<file path="src/verilog/cgl_pkg.sv">
// Shared constants and operation codes for the compare greater/less unit
package cgl_pkg;

    // Operand and result geometry
    localparam int DATA_W = 32;
    localparam int COND_W = 4;
    localparam int HALF_LANES = 2;
    localparam int HALF_W = 16;
    localparam int BYTE_LANES = 4;
    localparam int BYTE_W = 8;
    localparam int HALF_GROUP_W = 2;

    // Cycles between a condition write and a conditional branch reading it
    localparam int COND_BRANCH_LAT = 2;
    localparam int COND_CNT_W = 2;
    localparam logic [COND_CNT_W-1:0] COND_CNT_LOAD = COND_CNT_W'(COND_BRANCH_LAT - 1);
    localparam logic [COND_CNT_W-1:0] COND_CNT_IDLE = 2'h0;

    // Single precision field layout
    localparam int FP_SIGN_BIT = 31;
    localparam int FP_EXP_MSB = 30;
    localparam int FP_EXP_LSB = 23;
    localparam int FP_MANT_MSB = 22;
    localparam logic [7:0] FP_EXP_ALL_ONES = 8'hFF;
    localparam logic [7:0] FP_EXP_ZERO = 8'h00;
    localparam logic [22:0] FP_MANT_ZERO = 23'h000000;

    // Reset and constant values
    localparam logic [DATA_W-1:0] DATA_RESET = 32'h00000000;
    localparam logic [DATA_W-1:0] SCALAR_TRUE = 32'h00000001;
    localparam logic [COND_W-1:0] COND_RESET = 4'h0;
    localparam logic [COND_W-1:0] COND_SCALAR_TRUE = 4'h1;
    localparam logic [BYTE_W-1:0] BYTE_TRUE = 8'h01;
    localparam logic [HALF_W-1:0] HALF_TRUE = 16'h0001;

    // Operation codes delivered by the issue pipeline
    typedef enum logic [2:0] {
        CGL_OP_NONE = 3'h0,
        CGL_OP_GT_S = 3'h1,
        CGL_OP_LE_S = 3'h2,
        CGL_OP_GT_U = 3'h3,
        CGL_OP_GTU_PB = 3'h4,
        CGL_OP_GT_PH = 3'h5,
        CGL_OP_LE_U = 3'h6,
        CGL_OP_GT_F = 3'h7
    } cgl_op_t;

endpackage : cgl_pkg

</file>
<file path="src/verilog/cgl_fp_greater.sv">
// Single precision greater-than comparator, combinational
`timescale 1ns/1ps
`default_nettype none

module cgl_fp_greater (
    input wire logic [31:0] opndA,
    input wire logic [31:0] opndB,
    output logic greater
);

    logic [7:0] expA;
    logic [7:0] expB;
    logic [22:0] mantA;
    logic [22:0] mantB;
    logic nanA;
    logic nanB;
    logic zeroA;
    logic zeroB;
    logic negA;
    logic negB;
    logic [30:0] magA;
    logic [30:0] magB;

    always_comb
    begin
        expA = opndA[cgl_pkg::FP_EXP_MSB:cgl_pkg::FP_EXP_LSB];
        expB = opndB[cgl_pkg::FP_EXP_MSB:cgl_pkg::FP_EXP_LSB];
        mantA = opndA[cgl_pkg::FP_MANT_MSB:0];
        mantB = opndB[cgl_pkg::FP_MANT_MSB:0];
        nanA = (expA == cgl_pkg::FP_EXP_ALL_ONES) && (mantA != cgl_pkg::FP_MANT_ZERO);
        nanB = (expB == cgl_pkg::FP_EXP_ALL_ONES) && (mantB != cgl_pkg::FP_MANT_ZERO);
        // Denormals flush to zero, so both signs of zero compare equal
        zeroA = (expA == cgl_pkg::FP_EXP_ZERO);
        zeroB = (expB == cgl_pkg::FP_EXP_ZERO);
        negA = opndA[cgl_pkg::FP_SIGN_BIT] && !zeroA;
        negB = opndB[cgl_pkg::FP_SIGN_BIT] && !zeroB;
        magA = zeroA ? 31'h00000000 : opndA[30:0];
        magB = zeroB ? 31'h00000000 : opndB[30:0];
        if (nanA || nanB)
        begin
            greater = 1'b0;
        end
        else if (negA != negB)
        begin
            greater = negB;
        end
        else if (negA)
        begin
            greater = magA < magB;
        end
        else
        begin
            greater = magA > magB;
        end
    end

endmodule : cgl_fp_greater

`default_nettype wire

</file>
<file path="src/verilog/cgl_compare_unit.sv">
// Greater-than and less-or-equal compare unit: scalar, packed and float forms
`timescale 1ns/1ps
`default_nettype none

// What this block does
// - Packed half greater to condition: signed 16-bit lanes, each outcome fills two bits.
// - Packed half greater to general register: lane outcome in its own 16-bit field.
// - Float greater: single precision operands, true when first is greater, either destination.
// - Unsigned greater: zero-extend register and immediate to 32 bits, then compare.
// - Packed byte unsigned greater to condition: bit j from lane j.
// - Packed byte unsigned greater to general register: outcome per 8-bit field.
// - Signed greater with immediate: sign-extend both to 32 bits, then compare.
// - Signed less-or-equal, register or immediate second operand, either destination.
// - Unsigned less-or-equal, register or immediate second operand, either destination.
// - Other readers see a fresh condition at once; general results carry no constraint.
// - Every compare accepted anywhere, never raises an exception.
module cgl_compare_unit #(
    parameter int GPR_IDX_W = 6,
    parameter int COND_IDX_W = 3,
    parameter int NUM_COND = 8,
    parameter int IMM_W = 32
) (
    input wire logic clk_sys,
    input wire logic reset_n,
    input wire logic opValid,
    input wire cgl_pkg::cgl_op_t opCode,
    input wire logic [cgl_pkg::DATA_W-1:0] firstSourceReg,
    input wire logic [cgl_pkg::DATA_W-1:0] secondSourceReg,
    input wire logic [IMM_W-1:0] immediateOperand,
    input wire logic useImmediate,
    input wire logic destIsCondition,
    input wire logic [GPR_IDX_W-1:0] generalDestIdx,
    input wire logic [COND_IDX_W-1:0] conditionDestIdx,
    output logic gprWriteEn,
    output logic [GPR_IDX_W-1:0] gprWriteIdx,
    output logic [cgl_pkg::DATA_W-1:0] gprWriteData,
    output logic condWriteEn,
    output logic [COND_IDX_W-1:0] condWriteIdx,
    output logic [cgl_pkg::COND_W-1:0] condWriteData,
    output logic [NUM_COND-1:0] condBranchReady
);

    typedef struct packed {
        logic gprWe;
        logic [GPR_IDX_W-1:0] gprIdx;
        logic [cgl_pkg::DATA_W-1:0] gprData;
        logic condWe;
        logic [COND_IDX_W-1:0] condIdx;
        logic [cgl_pkg::COND_W-1:0] condData;
        logic [NUM_COND-1:0] condReady;
        logic [NUM_COND-1:0][cgl_pkg::COND_CNT_W-1:0] condCnt;
    } cgl_state_t;

    cgl_state_t state_q;
    cgl_state_t state_d;

    logic [cgl_pkg::DATA_W-1:0] opndA;
    logic [cgl_pkg::DATA_W-1:0] opndB;
    logic fpGreater;
    logic scalarTrue;
    logic [cgl_pkg::COND_W-1:0] condResult;
    logic [cgl_pkg::DATA_W-1:0] gprResult;
    logic [cgl_pkg::HALF_LANES-1:0] halfOutcome;
    logic [cgl_pkg::BYTE_LANES-1:0] byteOutcome;

    // Immediate widened by the signedness of the operation
    function automatic logic [cgl_pkg::DATA_W-1:0] extendImm(
        input logic [IMM_W-1:0] imm,
        input logic isSigned
    );
        logic [cgl_pkg::DATA_W-1:0] ext;
        if (isSigned)
        begin
            ext = cgl_pkg::DATA_W'($signed(imm));
        end
        else
        begin
            ext = cgl_pkg::DATA_W'(imm);
        end
        return ext;
    endfunction : extendImm

    function automatic logic signedGreater(
        input logic [cgl_pkg::DATA_W-1:0] a,
        input logic [cgl_pkg::DATA_W-1:0] b
    );
        return $signed(a) > $signed(b);
    endfunction : signedGreater

    function automatic logic [cgl_pkg::HALF_LANES-1:0] halfLanesGreater(
        input logic [cgl_pkg::DATA_W-1:0] a,
        input logic [cgl_pkg::DATA_W-1:0] b
    );
        logic [cgl_pkg::HALF_LANES-1:0] res;
        res = '0;
        for (int j = 0; j < cgl_pkg::HALF_LANES; j++)
        begin
            res[j] = $signed(a[j*cgl_pkg::HALF_W +: cgl_pkg::HALF_W]) >
                     $signed(b[j*cgl_pkg::HALF_W +: cgl_pkg::HALF_W]);
        end
        return res;
    endfunction : halfLanesGreater

    function automatic logic [cgl_pkg::BYTE_LANES-1:0] byteLanesGreater(
        input logic [cgl_pkg::DATA_W-1:0] a,
        input logic [cgl_pkg::DATA_W-1:0] b
    );
        logic [cgl_pkg::BYTE_LANES-1:0] res;
        res = '0;
        for (int j = 0; j < cgl_pkg::BYTE_LANES; j++)
        begin
            res[j] = a[j*cgl_pkg::BYTE_W +: cgl_pkg::BYTE_W] > b[j*cgl_pkg::BYTE_W +: cgl_pkg::BYTE_W];
        end
        return res;
    endfunction : byteLanesGreater

    function automatic logic unsignedGreater(
        input logic [cgl_pkg::DATA_W-1:0] a,
        input logic [cgl_pkg::DATA_W-1:0] b
    );
        return a > b;
    endfunction : unsignedGreater

    // The empty code occupies a slot without writing anything
    function automatic logic isTaken(
        input logic valid,
        input cgl_pkg::cgl_op_t code
    );
        return valid && (code != cgl_pkg::CGL_OP_NONE);
    endfunction : isTaken

    // Packed register operations only ever use the second register
    always_comb
    begin
        opndA = firstSourceReg;
        unique case (opCode)
            cgl_pkg::CGL_OP_GT_S,
            cgl_pkg::CGL_OP_LE_S:
            begin
                if (useImmediate)
                begin
                    opndB = extendImm(immediateOperand, 1'b1);
                end
                else
                begin
                    opndB = secondSourceReg;
                end
            end
            cgl_pkg::CGL_OP_GT_U,
            cgl_pkg::CGL_OP_LE_U:
            begin
                if (useImmediate)
                begin
                    opndB = extendImm(immediateOperand, 1'b0);
                end
                else
                begin
                    opndB = secondSourceReg;
                end
            end
            default:
            begin
                opndB = secondSourceReg;
            end
        endcase
    end

    cgl_fp_greater u_fp_greater (
        .opndA(opndA),
        .opndB(opndB),
        .greater(fpGreater)
    );

    always_comb
    begin
        halfOutcome = halfLanesGreater(opndA, opndB);
        byteOutcome = byteLanesGreater(opndA, opndB);
        scalarTrue = 1'b0;
        condResult = cgl_pkg::COND_RESET;
        gprResult = cgl_pkg::DATA_RESET;
        unique case (opCode)
            cgl_pkg::CGL_OP_GT_S:
            begin
                scalarTrue = signedGreater(opndA, opndB);
            end
            cgl_pkg::CGL_OP_LE_S:
            begin
                scalarTrue = !signedGreater(opndA, opndB);
            end
            cgl_pkg::CGL_OP_GT_U:
            begin
                scalarTrue = unsignedGreater(opndA, opndB);
            end
            cgl_pkg::CGL_OP_LE_U:
            begin
                scalarTrue = !unsignedGreater(opndA, opndB);
            end
            cgl_pkg::CGL_OP_GT_F:
            begin
                scalarTrue = fpGreater;
            end
            default:
            begin
                scalarTrue = 1'b0;
            end
        endcase
        if (opCode == cgl_pkg::CGL_OP_GT_PH)
        begin
            for (int j = 0; j < cgl_pkg::HALF_LANES; j++)
            begin
                condResult[j*cgl_pkg::HALF_GROUP_W +: cgl_pkg::HALF_GROUP_W] =
                    {cgl_pkg::HALF_GROUP_W{halfOutcome[j]}};
                gprResult[j*cgl_pkg::HALF_W +: cgl_pkg::HALF_W] =
                    halfOutcome[j] ? cgl_pkg::HALF_TRUE : '0;
            end
        end
        else if (opCode == cgl_pkg::CGL_OP_GTU_PB)
        begin
            condResult = byteOutcome;
            for (int j = 0; j < cgl_pkg::BYTE_LANES; j++)
            begin
                gprResult[j*cgl_pkg::BYTE_W +: cgl_pkg::BYTE_W] =
                    byteOutcome[j] ? cgl_pkg::BYTE_TRUE : '0;
            end
        end
        else
        begin
            condResult = scalarTrue ? cgl_pkg::COND_SCALAR_TRUE : cgl_pkg::COND_RESET;
            gprResult = scalarTrue ? cgl_pkg::SCALAR_TRUE : cgl_pkg::DATA_RESET;
        end
    end

    // No illegal-code trap exists: every code is a compare or a no-op
    always_comb
    begin
        state_d = state_q;
        state_d.gprWe = 1'b0;
        state_d.condWe = 1'b0;
        if (isTaken(opValid, opCode))
        begin
            if (destIsCondition)
            begin
                state_d.condWe = 1'b1;
                state_d.condIdx = conditionDestIdx;
                state_d.condData = condResult;
            end
            else
            begin
                state_d.gprWe = 1'b1;
                state_d.gprIdx = generalDestIdx;
                state_d.gprData = gprResult;
            end
        end
        // Readiness for conditional branches lags the write by the branch latency
        for (int i = 0; i < NUM_COND; i++)
        begin
            if (isTaken(opValid, opCode) && destIsCondition &&
                (conditionDestIdx == COND_IDX_W'(i)))
            begin
                state_d.condCnt[i] = cgl_pkg::COND_CNT_LOAD;
                state_d.condReady[i] = 1'b0;
            end
            else if (state_q.condCnt[i] != cgl_pkg::COND_CNT_IDLE)
            begin
                state_d.condCnt[i] = state_q.condCnt[i] - 1'b1;
                state_d.condReady[i] = (state_q.condCnt[i] == 2'h1);
            end
            else
            begin
                state_d.condReady[i] = 1'b1;
            end
        end
    end

    always_ff @(posedge clk_sys)
    begin
        if (!reset_n)
        begin
            state_q.gprWe <= 1'b0;
            state_q.gprIdx <= '0;
            state_q.gprData <= cgl_pkg::DATA_RESET;
            state_q.condWe <= 1'b0;
            state_q.condIdx <= '0;
            state_q.condData <= cgl_pkg::COND_RESET;
            state_q.condReady <= '1;
            state_q.condCnt <= '0;
        end
        else
        begin
            state_q <= state_d;
        end
    end

    assign gprWriteEn = state_q.gprWe;
    assign gprWriteIdx = state_q.gprIdx;
    assign gprWriteData = state_q.gprData;
    assign condWriteEn = state_q.condWe;
    assign condWriteIdx = state_q.condIdx;
    assign condWriteData = state_q.condData;
    assign condBranchReady = state_q.condReady;

endmodule : cgl_compare_unit

`default_nettype wire

</file>
<file path="config.mk">
export PLATFORM = sky130hd
export DESIGN_NAME = cgl_compare_unit
export DESIGN_NICKNAME = d
export VERILOG_FILES = /design/src/verilog/cgl_pkg.sv /design/src/verilog/cgl_fp_greater.sv /design/src/verilog/cgl_compare_unit.sv
export SDC_FILE = /design/constraint.sdc
export NUM_CORES = 1
export LEC_CHECK = 0
export BUFFER_PORTS_ARGS = -buffer_cell sky130_fd_sc_hd__buf_2
export CAP_MARGIN = 5
export CORE_MARGIN = 10
export CORE_UTILIZATION = 57
export CTS_BUF_LIST = sky130_fd_sc_hd__clkbuf_8
export DETAILED_ROUTE_END_ITERATION = 12
export PLACE_DENSITY = 0.95
export REMOVE_ABC_BUFFERS = 1
export SETUP_SLACK_MARGIN = 0.02
export SKIP_LAST_GASP = 1
export SYNTH_ARGS = -nofsm -noshare
export SYNTH_HDL_FRONTEND = slang
export SYNTH_HIERARCHICAL = 1
export SYNTH_SLANG_ARGS = --single-unit
</file>
<file path="constraint.sdc">
create_clock -name clk_sys -period 10.2 [get_ports clk_sys]
set_clock_uncertainty 0.1 [all_clocks]
set_input_delay 2.04 -clock clk_sys [delete_from_list [all_inputs] [get_ports clk_sys]]
set_output_delay 2.04 -clock clk_sys [all_outputs]
set_load 0.05 [all_outputs]
</file>
### After elaboration in Yosys (flattened, before gate mapping)

Index checks and enable logic that the tools add are counted.

| word-level totals | value |
|---|---|
| flip-flop bits (word level) | 71 |
| word-level logic and storage cells | 175 |

| operators by class | value |
|---|---|
| add/subtract/negate cells | 8 |
| multiplexer cells | 54 |
| equality and inequality tests | 25 |
| reductions and logical operators | 53 |
| bitwise logic cells | 2 |
| order comparisons | 10 |

Operators with widths:

| kind | number |
|---|---|
| $gt A32 B32 Y1 | 2 |
| $mux W32 | 2 |
| $mux W31 | 2 |
| $mux W25 | 2 |
| $reduce_bool A23 Y1 | 2 |
| $mux W1 | 43 |
| $mux W39 | 1 |
| $gt A16 B16 Y1 | 2 |
| $gt A8 B8 Y1 | 4 |
| $reduce_bool A2 Y1 | 16 |
| $gt A31 B31 Y1 | 1 |
| $lt A31 B31 Y1 | 1 |
| $eq A3 B3 Y1 const B | 8 |
| $eq A2 B1 Y1 const B | 8 |
| $eq A8 B8 Y1 const B | 2 |
| $logic_not A8 Y1 | 2 |
| $reduce_or A2 Y1 | 8 |
| $sub A2 B1 Y2 const B | 8 |
| $logic_and A1 B1 Y1 | 14 |
| $eq A3 B2 Y1 const B | 4 |
| $mux W4 | 2 |
| $mux W8 | 1 |
| $eq A3 B1 Y1 const B | 2 |
| $reduce_and A2 Y1 | 3 |
| 8 further kinds | 12 |

### Logic depth before layout (Yosys ltp)

| logic depth | value |
|---|---|
| depth after elaboration | 14 |
| gate-level depth with buffers | 22 |
| depth with buffers taken out | 20 |

### Cells and area by module

The synthesis kept the hierarchy.

Modules (own cells, without submodules):

| module | area an instance (um^2) | times used | cells each |
|---|---|---|---|
| cgl_compare_unit | 3,786.1 | 1 | 464 |
| cgl_fp_greater | 1,182.4 | 1 | 178 |

### Worst setup path before layout

OpenSTA, ideal clock, no wires.

| timing path | value |
|---|---|
| path type | input -> register |
| start point | input opCode[1] |
| end point | register state_q (netlist bit gprWriteData[0]) |
| stages | 21 |
| path slack | 4,301 ps |
| required time | 9,954 ps |
| arrival time | 5,654 ps |
| buffers on the path | 2 |
| path through | nor2b_1 -> o21ai_1 -> buf_2 -> mux2i_1 -> inv_1 -> nor4_1 -> nand2_1 -> clkbuf_1 -> nand2_1 -> ha_1 -> a21o_1 -> a221o_1 -> a221oi_2 -> o21ai_1 -> a32oi_1 -> a31oi_1 -> and2_1 -> o21ai_0 -> o2111ai_1 -> o41ai_2 -> a31oi_1 |

| on the way | value |
|---|---|
| word-level cells in the longest chain between the ends | 13 |
| elaborated cells on any way between the ends | 38 |
| classes of those cells | 6 x order compare; 9 x eq/ne; 11 x mux; 12 x reduce/logical |

RTL lines:

| element | RTL line | source |
|---|---|---|
| start, declared | cgl_compare_unit.sv:26 | `input wire cgl_pkg::cgl_op_t opCode,` |
| $eq A3 B3 Y1 (tied with other cells) | cgl_compare_unit.sv:136 | `unique case (opCode)` |
| $reduce_or A4 Y1 (no source line) (*) | - |  |
| $mux W32 (*) | - |  |
| net opndB (one bit) | cgl_compare_unit.sv:58 | `logic [cgl_pkg::DATA_W-1:0] opndB;` |
| $logic_not A8 Y1 | cgl_fp_greater.sv:34 | `zeroB = (expB == cgl_pkg::FP_EXP_ZERO);` |
| $mux W31 or $logic_not A1 Y1 (tied branches) | cgl_fp_greater.sv:38, cgl_fp_greater.sv:36 |  |
| $gt A31 B31 Y1 (tied with other cells) | cgl_fp_greater.sv:53 | `greater = magA > magB;` |
| $mux W1 or $ne A1 B1 Y1 (tied branches) | cgl_fp_greater.sv:47, cgl_fp_greater.sv:43 |  |
| $mux W1 | cgl_fp_greater.sv:43 | `else if (negA != negB)` |
| $mux W1 (*) | cgl_fp_greater.sv:39 | `if (nanA \|\| nanB)` |
| net fpGreater | cgl_compare_unit.sv:59 | `logic fpGreater;` |
| $pmux W1 S5 (*) | cgl_compare_unit.sv:181 | `unique case (opCode)` |
| $mux W1 (*) | cgl_compare_unit.sv:229 | `gprResult = scalarTrue ? cgl_pkg::SCALAR_TRUE : cgl_pkg::DATA_RESET;` |
| $mux W25 (*) | cgl_compare_unit.sv:217 | `else if (opCode == cgl_pkg::CGL_OP_GTU_PB)` |
| $mux W25 (*) | cgl_compare_unit.sv:207 | `if (opCode == cgl_pkg::CGL_OP_GT_PH)` |
| end signal, assigned | cgl_compare_unit.sv:290 | `state_q <= state_d;` |
| end, declared | cgl_compare_unit.sv:54 | `cgl_state_t state_q;` |

The timed path passes the listed nets; every way through them passes the cells marked *.
A chain may end at the register's enable or synchronous reset.

### Worst setup path in the final report

Same ends and word-level chain as after synthesis.

==> summary.txt <==
Cells and area
  – Count of filler cells inserted in the layout: between 700 and 800
  – Proportion of layout cells with a drive suffix above 1: 0.234
  – Number of nets at the end of the flow: between 900 and 1000
  – Final core utilization: 0.642
  – Area delta synth->final: 11.1%
  – Post-route standard cell area excluding fillers: 0.00552 mm2

Clocking
  – CTS tree: done
  – Clk sinks: 43
  – H-tree depth reported by CTS: 2
  – Number of buffers inserted by hold repair at cts: 0
  – Inserted Clock Buffers: 5
  – Latest clock arrival within the worst-skew pair: 0.30 ns
  – Gates resized, CTS repair: 0
  – Root cell of the clock tree: sky130_fd_sc_hd__clkbuf_8
  – Count of buffers added by post-CTS timing repair for setup: 0
  – Maximum clock path buffer count: 2
  – Worst-path clk slew: ~0.08 ns

Critical path
  – Critical Path Start Type: input pin
  – Launch instance of the worst register-to-register path: state_q[8]
  – Cell type of the slowest stage on the worst timing path: sky130_fd_sc_hd__nand2_1
  – Worst R2R Path Depth: 5
  – Cell-by-cell trace of the critical path: buf_2 -> nor2b_1 -> o21ai_4 -> buf_4 -> mux2i_1 -> inv_1 -> nor4_1 -> nand2_1 -> nand2_1 -> ha_1 -> a21o_1 -> a221o_1 -> a221oi_2 -> o21ai_1 -> a32oi_1 -> a31oi_1 -> and2_1 -> o21ai_0 -> o2111ai_1 -> o41ai_2 -> a31oi_1
  – Max FO, Critical Path: 32
  – Crit. Startpoint: opCode[1]
  – Worst Setup Path Type: in2reg
  – Critical path buffer and inverter count: 3
  – Largest stage delay on the critical path: 0.57 ns
  – Last element of the critical path: gprWriteData[0]
  – Critical Path End Type: flip-flop
  – Levels on crit path: 21
  – Required time of the worst setup path: 10.23 ns
  – Data arrival time of the critical path: 6.68 ns
  – Register-to-register setup slack: 8.99 ns
  – Delay-heaviest family, CP: compound AO/OA/AOI/OAI gates
  – R2r endpoint: state_q[9]

Yosys
  – Sequential cell area fraction in the yosys report: 0.173
  – Mean instance size in the synthesized netlist: 7.74 um2
  – Cell types with the largest area share after synthesis: sky130_fd_sc_hd__ha_1 21%, sky130_fd_sc_hd__dfxtp_1 17%, sky130_fd_sc_hd__buf_4 8.2%
  – Distinct cell type count of the synthesized netlist: 65
  – Most common flop cell mapped by yosys: sky130_fd_sc_hd__dfxtp_1
  – Area leader, netlist: sky130_fd_sc_hd__ha_1
  – Async set-or-reset flop fraction in the synthesized netlist: 0
  – Number of synthesized flops with an enable pin: 0
  – Synthesis warning total: 6
  – Syn Inst Count: 642
  – Cell area after synthesis: 0.00497 mm2
  – Post-synthesis sequential element count: 43
  – Fraction of synthesized cell area taken by the top area cell type: 0.206

Die
  – Chip height: between 100 and 150 um
  – Placement row count: 34
  – Core area: 0.00859 mm2
  – Floorplan die width: 113 um
  – Num ports: 168
  – Initial Util: 0.578
  – Die Footprint: between 0.01 and 0.015 mm2

Detailed routing
  – Routed wirelength normalized by instance count: 15.6 um
  – Final WL: 13200 um
  – Number of nets with antenna violations after routing: 0
  – Via count: 4721
  – DRC: 0
  – Drt first pass iters: 5
  – First DRT Iteration DRCs: 343
  – Routed vias/inst: between 5 and 6

Timing
  – Final sum of negative setup slack: 0 ns
  – Relative slew margins: 0.283
  – Worst Max-Slew Pin Slew: 1.07 ns
  – Maximum clock frequency: 0.150 GHz
  – RSZ-0062 raised after global routing: false
  – Final worst path period share: 0.652
  – Final slew viol count: 0
  – Final worst hold slack: between 0.3 and 0.4 ns
  – Min Clock Period, post-route: between 6 and 7 ns
  – Final number of setup-violating endpoints: 0
  – Hold Violations, Final: 0

Status
  – Status: complete, no violations

GRT
  – First-pass GRT wire length: 21700 um
  – Number of global-route vias before repair: 4820
  – Tot GR Track Use: 0.196
  – Initial antenna violation count: 1
  – Maximum number of pins on one net before global-route repair: 33
  – Sum of overflow across all layers after global routing: 0

Power and ir drop
  – Cell leakage power: 2.90 nW
  – Power consumption: about 0.00074 W
  – Power density cells: 134 mW/mm2
  – Maximum vdd drop: 71.3 uV

Hold path
  – Class of the worst hold path: reg2reg

Place
  – Buffers added on ports: between 100 and 150
  – Detail Placement HPWL: 11000 um
  – Placed cell areas: approximately 0.0054 mm2
  – Placer Congestion: ~0.92

Flow run
  – Max-cap violations: 0
layer usage:
layer / vias up / global-route usage / part of all wire
met5: - / 0 / 0
met4: 0 / 0.0778 / 0.027
met3: 32 / 0.0434 / 0.072
met2: 195 / 0.351 / 0.49
met1: 2137 / 0.220 / 0.41
li1: 2357 / - / -
logic make-up after synthesis:
family | after synthesis | share of synthesized area
AOI/OAI and AO/OA | 111 | 0.140
buffers and inverters | 142 | 0.149
and+or+nand+nor | 214 | 0.232
other | 1 | 0.000755
DFF | 43 | 0.173
muxes | 39 | 0.0803
xor gates and xnor gates | 10 | 0.0176
adders and majority gates | 82 | 0.206
worst reg2reg max path, stage by stage (launching register included):
cell	delay [ns]
sky130_fd_sc_hd__dfxtp_1	0.37
sky130_fd_sc_hd__inv_1	0.06
sky130_fd_sc_hd__ha_1	0.24
sky130_fd_sc_hd__nand2_1	0.07
sky130_fd_sc_hd__o21ai_0	0.08
sky130_fd_sc_hd__and3_1	0.19
cell usage in the layout (no fill, tap or decap), types with 25 or more instances in the layout:
cell / n
sky130_fd_sc_hd__nand2_1: 63
sky130_fd_sc_hd__o21ai_0: 26
sky130_fd_sc_hd__mux2i_1: 32
sky130_fd_sc_hd__nor2_1: 41
sky130_fd_sc_hd__conb_1: 28
sky130_fd_sc_hd__dfxtp_1: 43
sky130_fd_sc_hd__inv_1: 64
sky130_fd_sc_hd__and2_1: 25
sky130_fd_sc_hd__ha_1: 82
sky130_fd_sc_hd__a21oi_1: 42
sky130_fd_sc_hd__buf_2: 139
sequential cells by signal, summed over array words and instances (netlist names):
signal,flops
gprWriteData,4
condWriteIdx,3
gprWriteIdx,6
state_q,16
condWriteEn,1
condBranchReady,8
gprWriteEn,1
condWriteData,4
per-stage QoR:
| stage | instances | worst slack (ns) |
|---|---|---|
| 3_5_place_dp | 839 | 3.35 |
| 2_1_floorplan | 591 | 2.67 |
| 3_3_place_gp | 839 | 3.57 |
| 5_1_grt | 848 | 3.26 |
| 4_1_cts | 847 | 3.67 |
| 6_report | 848 | 3.55 |
synthesized netlist by cell type, drive strengths merged, types with 2 or more instances:
cell	n
ha	82
inv	63
nand2	63
buf	60
a21oi	43
dfxtp	43
nor2	41
mux2i	32
o21ai	31
and2	25
nand4	19
clkbuf	18
nor4	18
nor3	14
a31oi	7
mux2	7
nand3	7
and3	5
xnor2	5
xor2	5
a211oi	4
a21o	4
nor2b	4
or3	4
and4	3
nand4b	3
a21boi	2
a221oi	2
nand3b	2
nor3b	2
nor4b	2
o21a	2
or2	2
final cells by class:
class                      instances  area (um2)  area share
inverter                          64         240      0.0435
antenna                            1        2.50    0.000453
clock inverter                     1        3.75    0.000680
timing repair buffer             140         703       0.127
tap                              108         135      0.0245
multi-input combinational        484        3480       0.630
sequential                        43         861       0.156
clock buffer                       7        96.3      0.0175
how the worst min path moves through the flow:
stage	from	end	slack [ns]	depth (start not counted)
floorplan	state_q[1]	state_q[1]	0.39	2
global placement	condWriteIdx[1]	condWriteIdx[1]	0.34	2
detailed placement	condWriteIdx[0]	condWriteIdx[0]	0.34	2
CTS	condWriteIdx[0]	condWriteIdx[0]	0.36	2
global route	condWriteIdx[0]	condWriteIdx[0]	0.38	2
finish	condWriteIdx[0]	condWriteIdx[0]	0.35	2
power by group:
| part | internal (W) | total [W] | switching [W] |
|---|---|---|---|
| Clock | 0.0000608 | 0.000118 | 0.0000568 |
| Sequential | 0.000206 | 0.000225 | 0.0000198 |
| Combinational | 0.000142 | 0.000395 | 0.000253 |
| Total | 0.000409 | 0.000738 | 0.000329 |
(Power assumes the default switching activity.)
